==> config.mk <==
export PLATFORM = sky130hd
export DESIGN_NAME = pmc_power_ctrl
export DESIGN_NICKNAME = d
export VERILOG_FILES = /design/src/verilog/pmc_pkg.sv /design/src/verilog/pmc_power_ctrl.sv /design/src/verilog/pmc_sync.sv /design/src/verilog/pmc_bclk_gen.sv
export VERILOG_INCLUDE_DIRS = /design/src /design/src/verilog
export SDC_FILE = /design/constraint.sdc
export NUM_CORES = 1
export LEC_CHECK = 0
export ABC_AREA = 1
export ABC_CLOCK_PERIOD_IN_PS = 2900
export BUFFER_PORTS_ARGS = -buffer_cell sky130_fd_sc_hd__buf_2
export CORE_ASPECT_RATIO = 1.75
export CORE_MARGIN = 1
export CORE_UTILIZATION = 50
export DETAILED_ROUTE_END_ITERATION = 6
export PLACE_DENSITY = 0.9
export SYNTH_ARGS = -nofsm -noshare
export SYNTH_HDL_FRONTEND = slang
export SYNTH_SLANG_ARGS = --single-unit
==> constraint.sdc <==
create_clock -name mclk_in -period 2.9 [get_ports mclk_in]
set_input_delay 0.145 -clock mclk_in [delete_from_list [all_inputs] [get_ports mclk_in]]
set_output_delay 0.145 -clock mclk_in [all_outputs]
set_load 0.01 [all_outputs]
==> src/verilog/pmc_cfg.svh <==
/*
 * pmc_cfg.svh - reset values, field codes and counter sizes for the
 * power mode and bus clock controller.
 * Assumes: included by bare name from the pmc design files that use its macros.
 */
`ifndef PMC_CFG_SVH
`define PMC_CFG_SVH

// control word reset: divide-by-8 forced, everything else clear
`define PMC_CTRL_RST    8'h08

// clock output pin select codes
`define PMC_CKO_PORT    2'h0
`define PMC_CKO_SUB     2'h1
`define PMC_CKO_F8      2'h2
`define PMC_CKO_F32     2'h3

// two-bit divider field codes when divide-by-8 is not forced
`define PMC_DIVF_1      2'h0
`define PMC_DIVF_2      2'h1
`define PMC_DIVF_4      2'h2
`define PMC_DIVF_16     2'h3

// last count of each main clock divider (ratio minus one)
`define PMC_CNT_W       4
`define PMC_LAST_DIV1   4'h0
`define PMC_LAST_DIV2   4'h1
`define PMC_LAST_DIV4   4'h3
`define PMC_LAST_DIV8   4'h7
`define PMC_LAST_DIV16  4'hF

// peripheral prescaler: f8 and f32 taps
`define PMC_PRE_W       5
`define PMC_F8_BIT      2
`define PMC_F32_BIT     4

`endif

==> src/verilog/pmc_pkg.sv <==
/*
 * pmc_pkg.sv - types shared by the power mode and bus clock controller.
 * Assumes: compiled before every pmc module.
 */
`default_nettype none

package pmc_pkg;

    typedef enum logic [1:0] {
        PMC_ST_RUN  = 2'b00,
        PMC_ST_WAIT = 2'b01,
        PMC_ST_STOP = 2'b10
    } pmc_state_t;

    typedef enum logic [2:0] {
        PMC_SRC_DIV1  = 3'b000,
        PMC_SRC_DIV2  = 3'b001,
        PMC_SRC_DIV4  = 3'b010,
        PMC_SRC_DIV8  = 3'b011,
        PMC_SRC_DIV16 = 3'b100,
        PMC_SRC_SUB   = 3'b101
    } pmc_src_t;

    typedef struct packed {
        logic [1:0] clk_out_sel;
        logic       wait_periph_clock_stop;
        logic       main_clock_stop;
        logic       div8_select;
        logic       system_clock_select;
        logic       divider_field_high;
        logic       divider_field_low;
    } pmc_ctrl_t;

    typedef struct packed {
        logic [19:0] addr;
        logic [15:0] data;
        logic        data_oe_b;
        logic [3:0]  chip_select_b;
        logic        byte_high_enable_b;
        logic        read_b;
        logic        write_b;
        logic        write_low_strobe_b;
        logic        write_high_strobe_b;
        logic        hold_acknowledge_b;
        logic        addr_latch;
        logic        bus_clock;
    } pmc_bus_t;

endpackage : pmc_pkg

`default_nettype wire

==> src/verilog/pmc_power_ctrl.sv <==
/*
 * pmc_power_ctrl.sv - run, wait and stop power modes, peripheral clock
 * gating, bus clock source selection and pin states in low power.
 * Assumes: control inputs and core-side pin values come from logic on
 * mclk_in; sub_clock_in is an asynchronous oscillator pin.
 */
`timescale 1ns/1ps
`default_nettype none
`include "pmc_cfg.svh"

// Contract
// writing all-clock stop enters stop mode
// stop halts bus, peripheral, sub, converter clocks
// stop: only external-clocked timers and serial run
// stop exits by reset or enabled interrupt
// divide-by-8 set on reset, fast stop entry
// stop external bus: hold buses, strobes high
// single-chip stop: sub output high, divided hold
// wait instruction stops bus clock and watchdog
// wait bit also gates peripheral clocks
// wait exits to service routine, same clock
// wait: pins hold, external strobes driven high
// wait clock output toggles unless gated
// reset starts bus clock at divide-by-8
// divided modes divide main clock accordingly
// software waits for stable oscillators first
// divider field picks 1,2,4,16 unless forced
// low-speed uses sub-clock as bus clock
// wait peripheral stop bit in control word
// clock changes never make short pulses
module pmc_power_ctrl (
    // clock and reset
    input  wire logic               mclk_in,
    input  wire logic               rst_b_in,
    // control from the core
    input  wire logic               ctrl_wr_in,
    input  wire pmc_pkg::pmc_ctrl_t ctrl_in,
    input  wire logic               stop_req_in,
    input  wire logic               wait_instr_in,
    input  wire logic               irq_wake_in,
    input  wire logic               ext_bus_mode_in,
    input  wire logic               timer_ext_event_in,
    input  wire logic               serial_ext_clk_in,
    // pin values from the core and oscillator pin
    input  wire logic               sub_clock_in,
    input  wire pmc_pkg::pmc_bus_t  bus_core_in,
    input  wire logic [7:0]         port_core_in,
    input  wire logic               cko_port_in,
    // status
    output pmc_pkg::pmc_ctrl_t      ctrl_out,
    output logic                    stop_mode_out,
    output logic                    wait_mode_out,
    output logic                    isr_start_out,
    // clock gates
    output logic                    main_osc_en_out,
    output logic                    sub_osc_en_out,
    output logic                    periph_clk_en_out,
    output logic                    converter_clk_en_out,
    output logic                    wdt_clk_en_out,
    output logic                    sub_deriv_en_out,
    output logic                    timer_clk_en_out,
    output logic                    serial_clk_en_out,
    output logic                    bus_tick_out,
    // pins
    output pmc_pkg::pmc_bus_t       bus_pin_out,
    output logic [7:0]              port_pin_out,
    output logic                    clock_output_pin_out
);
    import pmc_pkg::*;

    pmc_state_t             state_ff;
    pmc_state_t             nxt_state;
    pmc_ctrl_t              nxt_ctrl;
    pmc_ctrl_t              ctrl_wr;
    pmc_src_t               sel_src;
    pmc_bus_t               nxt_bus;
    logic [`PMC_PRE_W-1:0]  pre_ff;
    logic                   sub_lvl;
    logic                   sub_prev_ff;
    logic                   sub_tick;
    logic                   bclk_phase;
    logic                   go_stop;
    logic                   go_wait;
    logic                   wake;
    logic                   nxt_run;
    logic                   nxt_wait;
    logic                   nxt_stop;
    logic                   nxt_periph;
    logic                   nxt_cko;

    // sub-clock pin crosses in through two flops, then edge detect
    pmc_sync #(
        .WIDTH (1)
    ) u_sub_sync (
        .mclk_in  (mclk_in),
        .rst_b_in (rst_b_in),
        .async_in (sub_clock_in),
        .sync_out (sub_lvl)
    );
    assign sub_tick = sub_lvl & ~sub_prev_ff;

    // mode events; stop wins over a wait in the same cycle
    assign go_stop = (state_ff == PMC_ST_RUN) && stop_req_in;
    assign go_wait = (state_ff == PMC_ST_RUN) && wait_instr_in && !stop_req_in;
    assign wake    = (state_ff != PMC_ST_RUN) && irq_wake_in;

    always_comb
    begin
        nxt_state = state_ff;
        unique case (state_ff)
            PMC_ST_RUN:
            begin
                if (go_stop)
                    nxt_state = PMC_ST_STOP;
                else if (go_wait)
                    nxt_state = PMC_ST_WAIT;
            end
            PMC_ST_WAIT, PMC_ST_STOP:
            begin
                if (wake)
                    nxt_state = PMC_ST_RUN;
            end
            default: nxt_state = PMC_ST_RUN;
        endcase
    end

    assign nxt_run  = (nxt_state == PMC_ST_RUN);
    assign nxt_wait = (nxt_state == PMC_ST_WAIT);
    assign nxt_stop = (nxt_state == PMC_ST_STOP);

    // writes only land while the core runs, so wait keeps its clock
    assign ctrl_wr = (ctrl_wr_in && state_ff == PMC_ST_RUN) ? ctrl_in : ctrl_out;

    // stop entry from a main-clock mode forces divide-by-8; hardware wins
    always_comb
    begin
        nxt_ctrl = ctrl_wr;
        if (go_stop && !ctrl_wr.system_clock_select)
            nxt_ctrl.div8_select = 1'b1;
    end

    // bus clock source decode
    assign sel_src = ctrl_out.system_clock_select ? PMC_SRC_SUB :
                     ctrl_out.div8_select         ? PMC_SRC_DIV8 :
                     ({ctrl_out.divider_field_high, ctrl_out.divider_field_low}
                         == `PMC_DIVF_1) ? PMC_SRC_DIV1 :
                     ({ctrl_out.divider_field_high, ctrl_out.divider_field_low}
                         == `PMC_DIVF_2) ? PMC_SRC_DIV2 :
                     ({ctrl_out.divider_field_high, ctrl_out.divider_field_low}
                         == `PMC_DIVF_4) ? PMC_SRC_DIV4 : PMC_SRC_DIV16;

    pmc_bclk_gen u_bclk (
        .mclk_in     (mclk_in),
        .rst_b_in    (rst_b_in),
        .run_in      (nxt_run),                       // halts with the mode flag, no stray tick
        .src_in      (sel_src),
        .sub_tick_in (sub_tick),
        .sub_lvl_in  (sub_lvl),
        .tick_out    (bus_tick_out),
        .phase_out   (bclk_phase)
    );

    // peripheral clocks: off in stop, off in wait when the stop bit is set
    assign nxt_periph = !nxt_ctrl.main_clock_stop &&
                        (nxt_run || (nxt_wait && !nxt_ctrl.wait_periph_clock_stop));

    // clock output: divided taps hold in stop and in gated wait, where the prescaler freezes
    assign nxt_cko = ext_bus_mode_in ? (nxt_run ? cko_port_in : clock_output_pin_out) :
                     (nxt_ctrl.clk_out_sel == `PMC_CKO_SUB)  ? (nxt_stop | sub_lvl) :
                     (nxt_ctrl.clk_out_sel == `PMC_CKO_F8)   ? pre_ff[`PMC_F8_BIT] :
                     (nxt_ctrl.clk_out_sel == `PMC_CKO_F32)  ? pre_ff[`PMC_F32_BIT] :
                     (nxt_run ? cko_port_in : clock_output_pin_out);

    // pins: run follows the core, low power holds buses and, in external bus mode, idles strobes
    always_comb
    begin
        nxt_bus           = bus_core_in;
        nxt_bus.bus_clock = bclk_phase;
        if (!nxt_run)
        begin
            nxt_bus = bus_pin_out;
            if (ext_bus_mode_in)
            begin
                nxt_bus.read_b              = 1'b1;
                nxt_bus.write_b             = 1'b1;
                nxt_bus.write_low_strobe_b  = 1'b1;
                nxt_bus.write_high_strobe_b = 1'b1;
                nxt_bus.hold_acknowledge_b  = 1'b1;
                nxt_bus.addr_latch          = 1'b1;
                nxt_bus.bus_clock           = 1'b1;
            end
        end
    end

    // mode and control state
    always_ff @(posedge mclk_in)
    begin
        if (!rst_b_in)
        begin
            state_ff      <= PMC_ST_RUN;
            ctrl_out      <= `PMC_CTRL_RST;
            isr_start_out <= 1'b0;
            sub_prev_ff   <= 1'b0;
        end
        else
        begin
            state_ff      <= nxt_state;
            ctrl_out      <= nxt_ctrl;
            isr_start_out <= wake;
            sub_prev_ff   <= sub_lvl;
        end
    end

    // registered status and gates, aligned with the mode flags
    always_ff @(posedge mclk_in)
    begin
        if (!rst_b_in)
        begin
            stop_mode_out        <= 1'b0;
            wait_mode_out        <= 1'b0;
            main_osc_en_out      <= 1'b1;
            sub_osc_en_out       <= 1'b1;
            periph_clk_en_out    <= 1'b1;
            converter_clk_en_out <= 1'b1;
            wdt_clk_en_out       <= 1'b1;
            sub_deriv_en_out     <= 1'b1;
            timer_clk_en_out     <= 1'b1;
            serial_clk_en_out    <= 1'b1;
        end
        else
        begin
            stop_mode_out        <= nxt_stop;
            wait_mode_out        <= nxt_wait;
            main_osc_en_out      <= !nxt_stop && !nxt_ctrl.main_clock_stop;
            sub_osc_en_out       <= !nxt_stop;
            periph_clk_en_out    <= nxt_periph;
            converter_clk_en_out <= nxt_periph;
            wdt_clk_en_out       <= nxt_run;
            sub_deriv_en_out     <= !nxt_stop;
            timer_clk_en_out     <= nxt_periph || timer_ext_event_in;
            serial_clk_en_out    <= nxt_periph || serial_ext_clk_in;
        end
    end

    // prescaler only advances with the peripheral clock enabled
    always_ff @(posedge mclk_in)
    begin
        if (!rst_b_in)
        begin
            pre_ff               <= '0;
            bus_pin_out          <= '1;
            port_pin_out         <= '0;
            clock_output_pin_out <= 1'b0;
        end
        else
        begin
            pre_ff               <= nxt_periph ? pre_ff + 1'b1 : pre_ff;
            bus_pin_out          <= nxt_bus;
            port_pin_out         <= nxt_run ? port_core_in : port_pin_out;
            clock_output_pin_out <= nxt_cko;
        end
    end

    property p_stop_entry;
        @(posedge mclk_in) disable iff (!rst_b_in)
        (state_ff == PMC_ST_RUN && stop_req_in) |=> stop_mode_out && !sub_osc_en_out;
    endproperty
    a_stop_entry: assert property (p_stop_entry)
        else $error("stop request did not enter stop mode");

    property p_stop_clocks;
        @(posedge mclk_in) disable iff (!rst_b_in)
        stop_mode_out |-> !main_osc_en_out && !wdt_clk_en_out && !converter_clk_en_out
                          && !sub_deriv_en_out && !periph_clk_en_out && !bus_tick_out;
    endproperty
    a_stop_clocks: assert property (p_stop_clocks)
        else $error("a clock runs during stop mode");

    property p_stop_timer;
        @(posedge mclk_in) disable iff (!rst_b_in)
        (stop_mode_out && $past(stop_mode_out)) |-> timer_clk_en_out == $past(timer_ext_event_in);
    endproperty
    a_stop_timer: assert property (p_stop_timer)
        else $error("timer clock in stop does not follow external event mode");

    property p_wake;
        @(posedge mclk_in) disable iff (!rst_b_in)
        ((stop_mode_out || wait_mode_out) && irq_wake_in)
            |=> !stop_mode_out && !wait_mode_out && isr_start_out ##1 !isr_start_out;
    endproperty
    a_wake: assert property (p_wake)
        else $error("interrupt did not wake to the service routine");

    property p_div8_force;
        @(posedge mclk_in) disable iff (!rst_b_in)
        (state_ff == PMC_ST_RUN && stop_req_in && !ctrl_wr_in && !ctrl_out.system_clock_select)
            |=> ctrl_out.div8_select;
    endproperty
    a_div8_force: assert property (p_div8_force)
        else $error("divide-by-8 not set on stop entry from main clock");

    property p_stop_pins;
        @(posedge mclk_in) disable iff (!rst_b_in)
        (stop_mode_out && $past(stop_mode_out) && ext_bus_mode_in)
            |-> bus_pin_out.read_b && bus_pin_out.write_b && bus_pin_out.addr_latch
                && bus_pin_out.bus_clock && bus_pin_out.addr == $past(bus_pin_out.addr);
    endproperty
    a_stop_pins: assert property (p_stop_pins)
        else $error("external bus pins not parked in stop");

    property p_cko_sub_stop;
        @(posedge mclk_in) disable iff (!rst_b_in)
        (stop_mode_out && !ext_bus_mode_in && ctrl_out.clk_out_sel == `PMC_CKO_SUB)
            |-> clock_output_pin_out;
    endproperty
    a_cko_sub_stop: assert property (p_cko_sub_stop)
        else $error("clock output not high in stop with sub-clock selected");

    property p_wait_entry;
        @(posedge mclk_in) disable iff (!rst_b_in)
        (state_ff == PMC_ST_RUN && wait_instr_in && !stop_req_in)
            |=> wait_mode_out && !wdt_clk_en_out && sub_osc_en_out
                && (periph_clk_en_out == !(ctrl_out.wait_periph_clock_stop
                                           || ctrl_out.main_clock_stop));
    endproperty
    a_wait_entry: assert property (p_wait_entry)
        else $error("wait entry clock gating wrong");

    property p_wait_ctrl_stable;
        @(posedge mclk_in) disable iff (!rst_b_in)
        (wait_mode_out && $past(wait_mode_out)) |-> $stable(ctrl_out);
    endproperty
    a_wait_ctrl_stable: assert property (p_wait_ctrl_stable)
        else $error("clock selection changed during wait");

    property p_reset_div8;
        @(posedge mclk_in) disable iff (!rst_b_in)
        $past(!rst_b_in) |-> ctrl_out.div8_select && !stop_mode_out && !wait_mode_out;
    endproperty
    a_reset_div8: assert property (p_reset_div8)
        else $error("reset did not select divide-by-8");

    c_stop_wake: cover property (@(posedge mclk_in) disable iff (!rst_b_in)
        stop_mode_out ##1 isr_start_out);
    c_wait_gated: cover property (@(posedge mclk_in) disable iff (!rst_b_in)
        wait_mode_out && !periph_clk_en_out);
    c_sub_tick: cover property (@(posedge mclk_in) disable iff (!rst_b_in)
        bus_tick_out && ctrl_out.system_clock_select);
    c_fast_div: cover property (@(posedge mclk_in) disable iff (!rst_b_in)
        bus_tick_out ##1 bus_tick_out);

endmodule : pmc_power_ctrl

`default_nettype wire

==> src/verilog/pmc_sync.sv <==
/*
 * pmc_sync.sv - two flip-flop level synchroniser.
 * Assumes: async_in may change at any time relative to mclk_in.
 */
`timescale 1ns/1ps
`default_nettype none

module pmc_sync #(
    parameter int WIDTH = 1
) (
    // clock and reset
    input  wire logic             mclk_in,
    input  wire logic             rst_b_in,
    // levels
    input  wire logic [WIDTH-1:0] async_in,
    output logic      [WIDTH-1:0] sync_out
);

    logic [WIDTH-1:0] meta_ff;

    // first stage is read only by the second stage
    always_ff @(posedge mclk_in)
    begin
        if (!rst_b_in)
        begin
            meta_ff  <= '0;
            sync_out <= '0;
        end
        else
        begin
            meta_ff  <= async_in;
            sync_out <= meta_ff;
        end
    end

endmodule : pmc_sync

`default_nettype wire

==> src/verilog/pmc_bclk_gen.sv <==
/*
 * pmc_bclk_gen.sv - bus clock tick and phase generator with
 * switch-over only at period boundaries.
 * Assumes: sub_tick_in is a one-cycle pulse on each synced sub-clock rise.
 */
`timescale 1ns/1ps
`default_nettype none
`include "pmc_cfg.svh"

module pmc_bclk_gen (
    // clock and reset
    input  wire logic              mclk_in,
    input  wire logic              rst_b_in,
    // control
    input  wire logic              run_in,
    input  wire pmc_pkg::pmc_src_t src_in,
    input  wire logic              sub_tick_in,
    input  wire logic              sub_lvl_in,
    // bus clock
    output logic                   tick_out,
    output logic                   phase_out
);
    import pmc_pkg::*;

    pmc_src_t               cur_src_ff;
    logic [`PMC_CNT_W-1:0]  cnt_ff;
    logic [`PMC_CNT_W-1:0]  last;
    logic [`PMC_CNT_W-1:0]  nxt_cnt;
    logic                   at_end;
    logic                   is_sub;

    // ratio of the source in use; a new source waits for the boundary
    assign last = (cur_src_ff == PMC_SRC_DIV1)  ? `PMC_LAST_DIV1 :
                  (cur_src_ff == PMC_SRC_DIV2)  ? `PMC_LAST_DIV2 :
                  (cur_src_ff == PMC_SRC_DIV4)  ? `PMC_LAST_DIV4 :
                  (cur_src_ff == PMC_SRC_DIV16) ? `PMC_LAST_DIV16 :
                                                  `PMC_LAST_DIV8;
    assign is_sub  = (cur_src_ff == PMC_SRC_SUB);
    assign at_end  = is_sub ? sub_tick_in : (cnt_ff == last);
    assign nxt_cnt = (at_end || is_sub) ? '0 : cnt_ff + 1'b1;

    // frozen while not running, so the bus clock simply stops
    always_ff @(posedge mclk_in)
    begin
        if (!rst_b_in)
        begin
            cur_src_ff <= PMC_SRC_DIV8;
            cnt_ff     <= '0;
            tick_out   <= 1'b0;
            phase_out  <= 1'b1;
        end
        else if (run_in)
        begin
            cnt_ff     <= nxt_cnt;
            tick_out   <= at_end;
            phase_out  <= is_sub ? sub_lvl_in : (nxt_cnt <= (last >> 1));
            if (at_end)
                cur_src_ff <= src_in;
        end
        else
        begin
            tick_out   <= 1'b0;
        end
    end

    property p_div4_period;
        @(posedge mclk_in) disable iff (!rst_b_in || !run_in)
        (tick_out && cur_src_ff == PMC_SRC_DIV4 && src_in == PMC_SRC_DIV4)
            |=> (!tick_out [*3]) ##1 tick_out;
    endproperty
    a_div4_period: assert property (p_div4_period)
        else $error("divide-by-4 bus clock period is not four cycles");

    property p_no_short_pulse;
        @(posedge mclk_in) disable iff (!rst_b_in)
        (tick_out && cur_src_ff == PMC_SRC_DIV16) |=> !tick_out;
    endproperty
    a_no_short_pulse: assert property (p_no_short_pulse)
        else $error("bus clock period shorter than two cycles after divide-by-16");

endmodule : pmc_bclk_gen

`default_nettype wire

==> flow_summary_export.csv <==
group,metric,value,unit
timing,finalSetupTns,0,ns
worst_setup_path,arrival,2.57,ns
timing,tightest_slew,0.881,ns
floorplan,rows,40,
floorplan,coreArea,6860,µm²
layout,diodes,0,
placed_design,dp_hpwl,6.26,mm
timing,drv_slew,0,
grt,gr-total-overflow,0,
yosys,synth_warnings,0,
power,comb_power_share,22.3,%
timing,fin_worst_skew,0.00719,ns
flow_run,cap_violations,0,
drt,drcViolationCount,0,
worst_setup_path,start_kind,"register",
floorplan,die_h,113,µm
drt,wl_per_cell,13.8,µm
drt,first_iter_violations,219,
yosys,synth_top_cell_by_area,"dfxtp_1",
drt,ant_nets,0,
clocking,clock_latency,0.34,ns
power,p_leak,2.17,nW
power,internal_power,2.40,mW
floorplan,fp.dieW,65.5,µm
layout,seq_area,1880,µm²
placed_design,pre_cts_ws,0.526,ns
yosys,synth_edf_count,0,
clocking,cts_root_buffer,"clkbuf_16",
timing,max_freq,418,MHz
min_path,hp-class,"input pin to register",
yosys,ys_async_sr_fraction,0,%
power,clockPowerShare,32.2,%
layout,area_delta_synth_final,30.9,%
yosys,syn_inst,385,
worst_setup_path,crit_required,3.08,ns
power,sw_frac_of_total,30.3,%
yosys,syn_area,3530,µm²
floorplan,die_area,7410,µm²
power,finalPower,3.44,mW
timing,slew-limit-headroom,41.2,%
layout,num-fill-cells,507,
grt,antenna_found_initial,0,
clocking,cts_tree,"done",
grt,grt_pass1_vias,3218,
yosys,yosys.cell_count.top_type,"dfxtp_1",
clocking,cts_made_buffers,9,
power,vdd_drop_max,503,µV
grt,track_usage,23.9,%
floorplan,initial_core_util,51.5,%
worst_setup_path,cp_max_fo,54,
yosys,ys_seq_area_share,53.3,%
timing,fin_crit,2.39,ns
yosys,synth_top_area_share,53.3,%
drt,vias_per_cell,5.26,
drt,drt-total-wl,8.66,mm
drt,via_count,3290,
power,powerDensity,744,nW/µm²
worst_setup_path,crit_type,"register to register",
placed_design,port_buffers,152,
worst_setup_path,cp-end-kind,"register",
grt,grt_pass1_wl,13.6,mm
yosys,synth_fp_nets,468,
clocking,cts.sinks,94,
status,outcome,"finished, final reports clean",
yosys,yosysUniqueCellTypes,33,
drt,firstDrtPassIters,4,
clocking,h-tree-depth,3,
yosys,synthFlopType,"dfxtp_1",
yosys,synthTopCellsByArea,"dfxtp_1 (53%), o22a_1 (10%), nand2_1 (6.5%)",
timing,setup_viol,0,
grt,grt_max_degree,55,
floorplan,io_pins,154,
timing,min_period_over_period,82.4,%
timing,grt_setup_unrepaired,"false",
power,p_switching,1.04,mW
placed_design,gp_congestion,0.752,
clocking,clockBufferDepth,2,
layout,multi_input_area,1400,µm²
yosys,synthTopCellsByCount,"dfxtp_1 (94), nand2_1 (61), o22a_1 (42), inv_1 (36), nor2_1 (34)",
power,seqPwrFrac,45.5,%
timing,setup_ws,0.510,ns
timing,hold_violations,0,
clocking,clk_pin_slew,0.07,ns
layout,nNetsFinal,620,
yosys,synth_seq_cells,94,
yosys,syn_avg_cell_area,9.17,µm²
layout,drive_above_1_share,33.8,%
## kinds of logic after synthesis
family,synth area share [%]
compound gates,18.1
xor+xnor,0.993
fa+ha+maj,2.48
buf+inv,7.05
flops,53.3
mux,0.284
simple gates,17.8
## per-layer routing
layer	GRT usage [%]	wire length, µm	up-vias	part of all wire, %
li1	-	-	1614	-
met3	6.96	459	18	5.3
met1	24.0	3240	1524	37
met2	43.6	4770	134	55
met5	0	0	-	0
met4	11.3	180	0	2.1
## layout by cell type (no fill, tap or decap), types with 7 or more instances in the layout
cell	n
buf_2	152
dfxtp_1	94
nand2_1	61
o22a_1	42
inv_1	36
nor2_1	34
nand3_1	21
a21oi_1	13
o21ai_0	13
clkbuf_16	9
a22o_1	8
nand4_1	7
ha_1	7
## worst max-delay path: stages, from the launching register on
cell and delay, ns:
dfxtp_1 0.34, inv_1 0.07, ha_1 0.28, inv_2 0.07
nand2_1 0.10, nand3_1 0.09, nand2_2 0.12, nand2_4 0.09
nand2_4 0.13, nor2_8 0.06, inv_2 0.68, o22ai_1 0.19
## cell type report
cell class                 count  share of cell area, %
sequential                    94                   40.7
multi-input combinational    236                   30.3
tap                           84                   2.27
inverter                      40                   3.25
timing repair buffer         156                   17.3
clock inverter                 5                  0.894
clock buffer                  11                   5.25
## power groups by stage
stage	combinational, mW	clock [mW]	sequential [mW]
floorplan	0.423	0	1.65
global placement	0.733	0	1.58
detailed placement	0.765	0	1.59
CTS	0.771	1.13	1.56
global route	0.843	1.18	1.58
finish	0.768	1.11	1.56
## timing repair
action,4_1_cts,5_1_grt
resized for setup,0,0
setup buffers,0,0
hold buffers,4,0
hold endpoints to repair,4,0
## registers in the layout, indices dropped and copies added (netlist names), 2 cells and up
name	count
bus_pin_out	49
u_bclk.cnt_ff	4
u_bclk.cur_src_ff	3
ctrl_out	8
state_ff	2
pre_ff	5
port_pin_out	8
## stage by stage
step                      cell area, µm²  utilization, %  std cells  hold slack [ns]
final                               4620            67.4        626           0.0109
after global routing                4620            67.4        626          0.00725
after CTS                           4620            67.4        626          0.00673
after detailed placement            4300            62.7        606            0.333
after global placement              4300            62.7        606            0.331
after floorplan                     3530               -        385            0.240
## final timing paths
path	startpoint	endpoint	slack, ns	cells after the start
setup reg to reg	state_ff[0]	u_bclk.cnt_ff[0]	0.51	11
setup / recovery	state_ff[0]	u_bclk.cnt_ff[0]	0.51	11
hold reg to reg	u_sub_sync.meta_ff	u_sub_sync.sync_out	0.41	2
hold / removal	bus_core_in[3]	bus_pin_out[3]	0.01	3
Power figures use the tool's default switching activity.
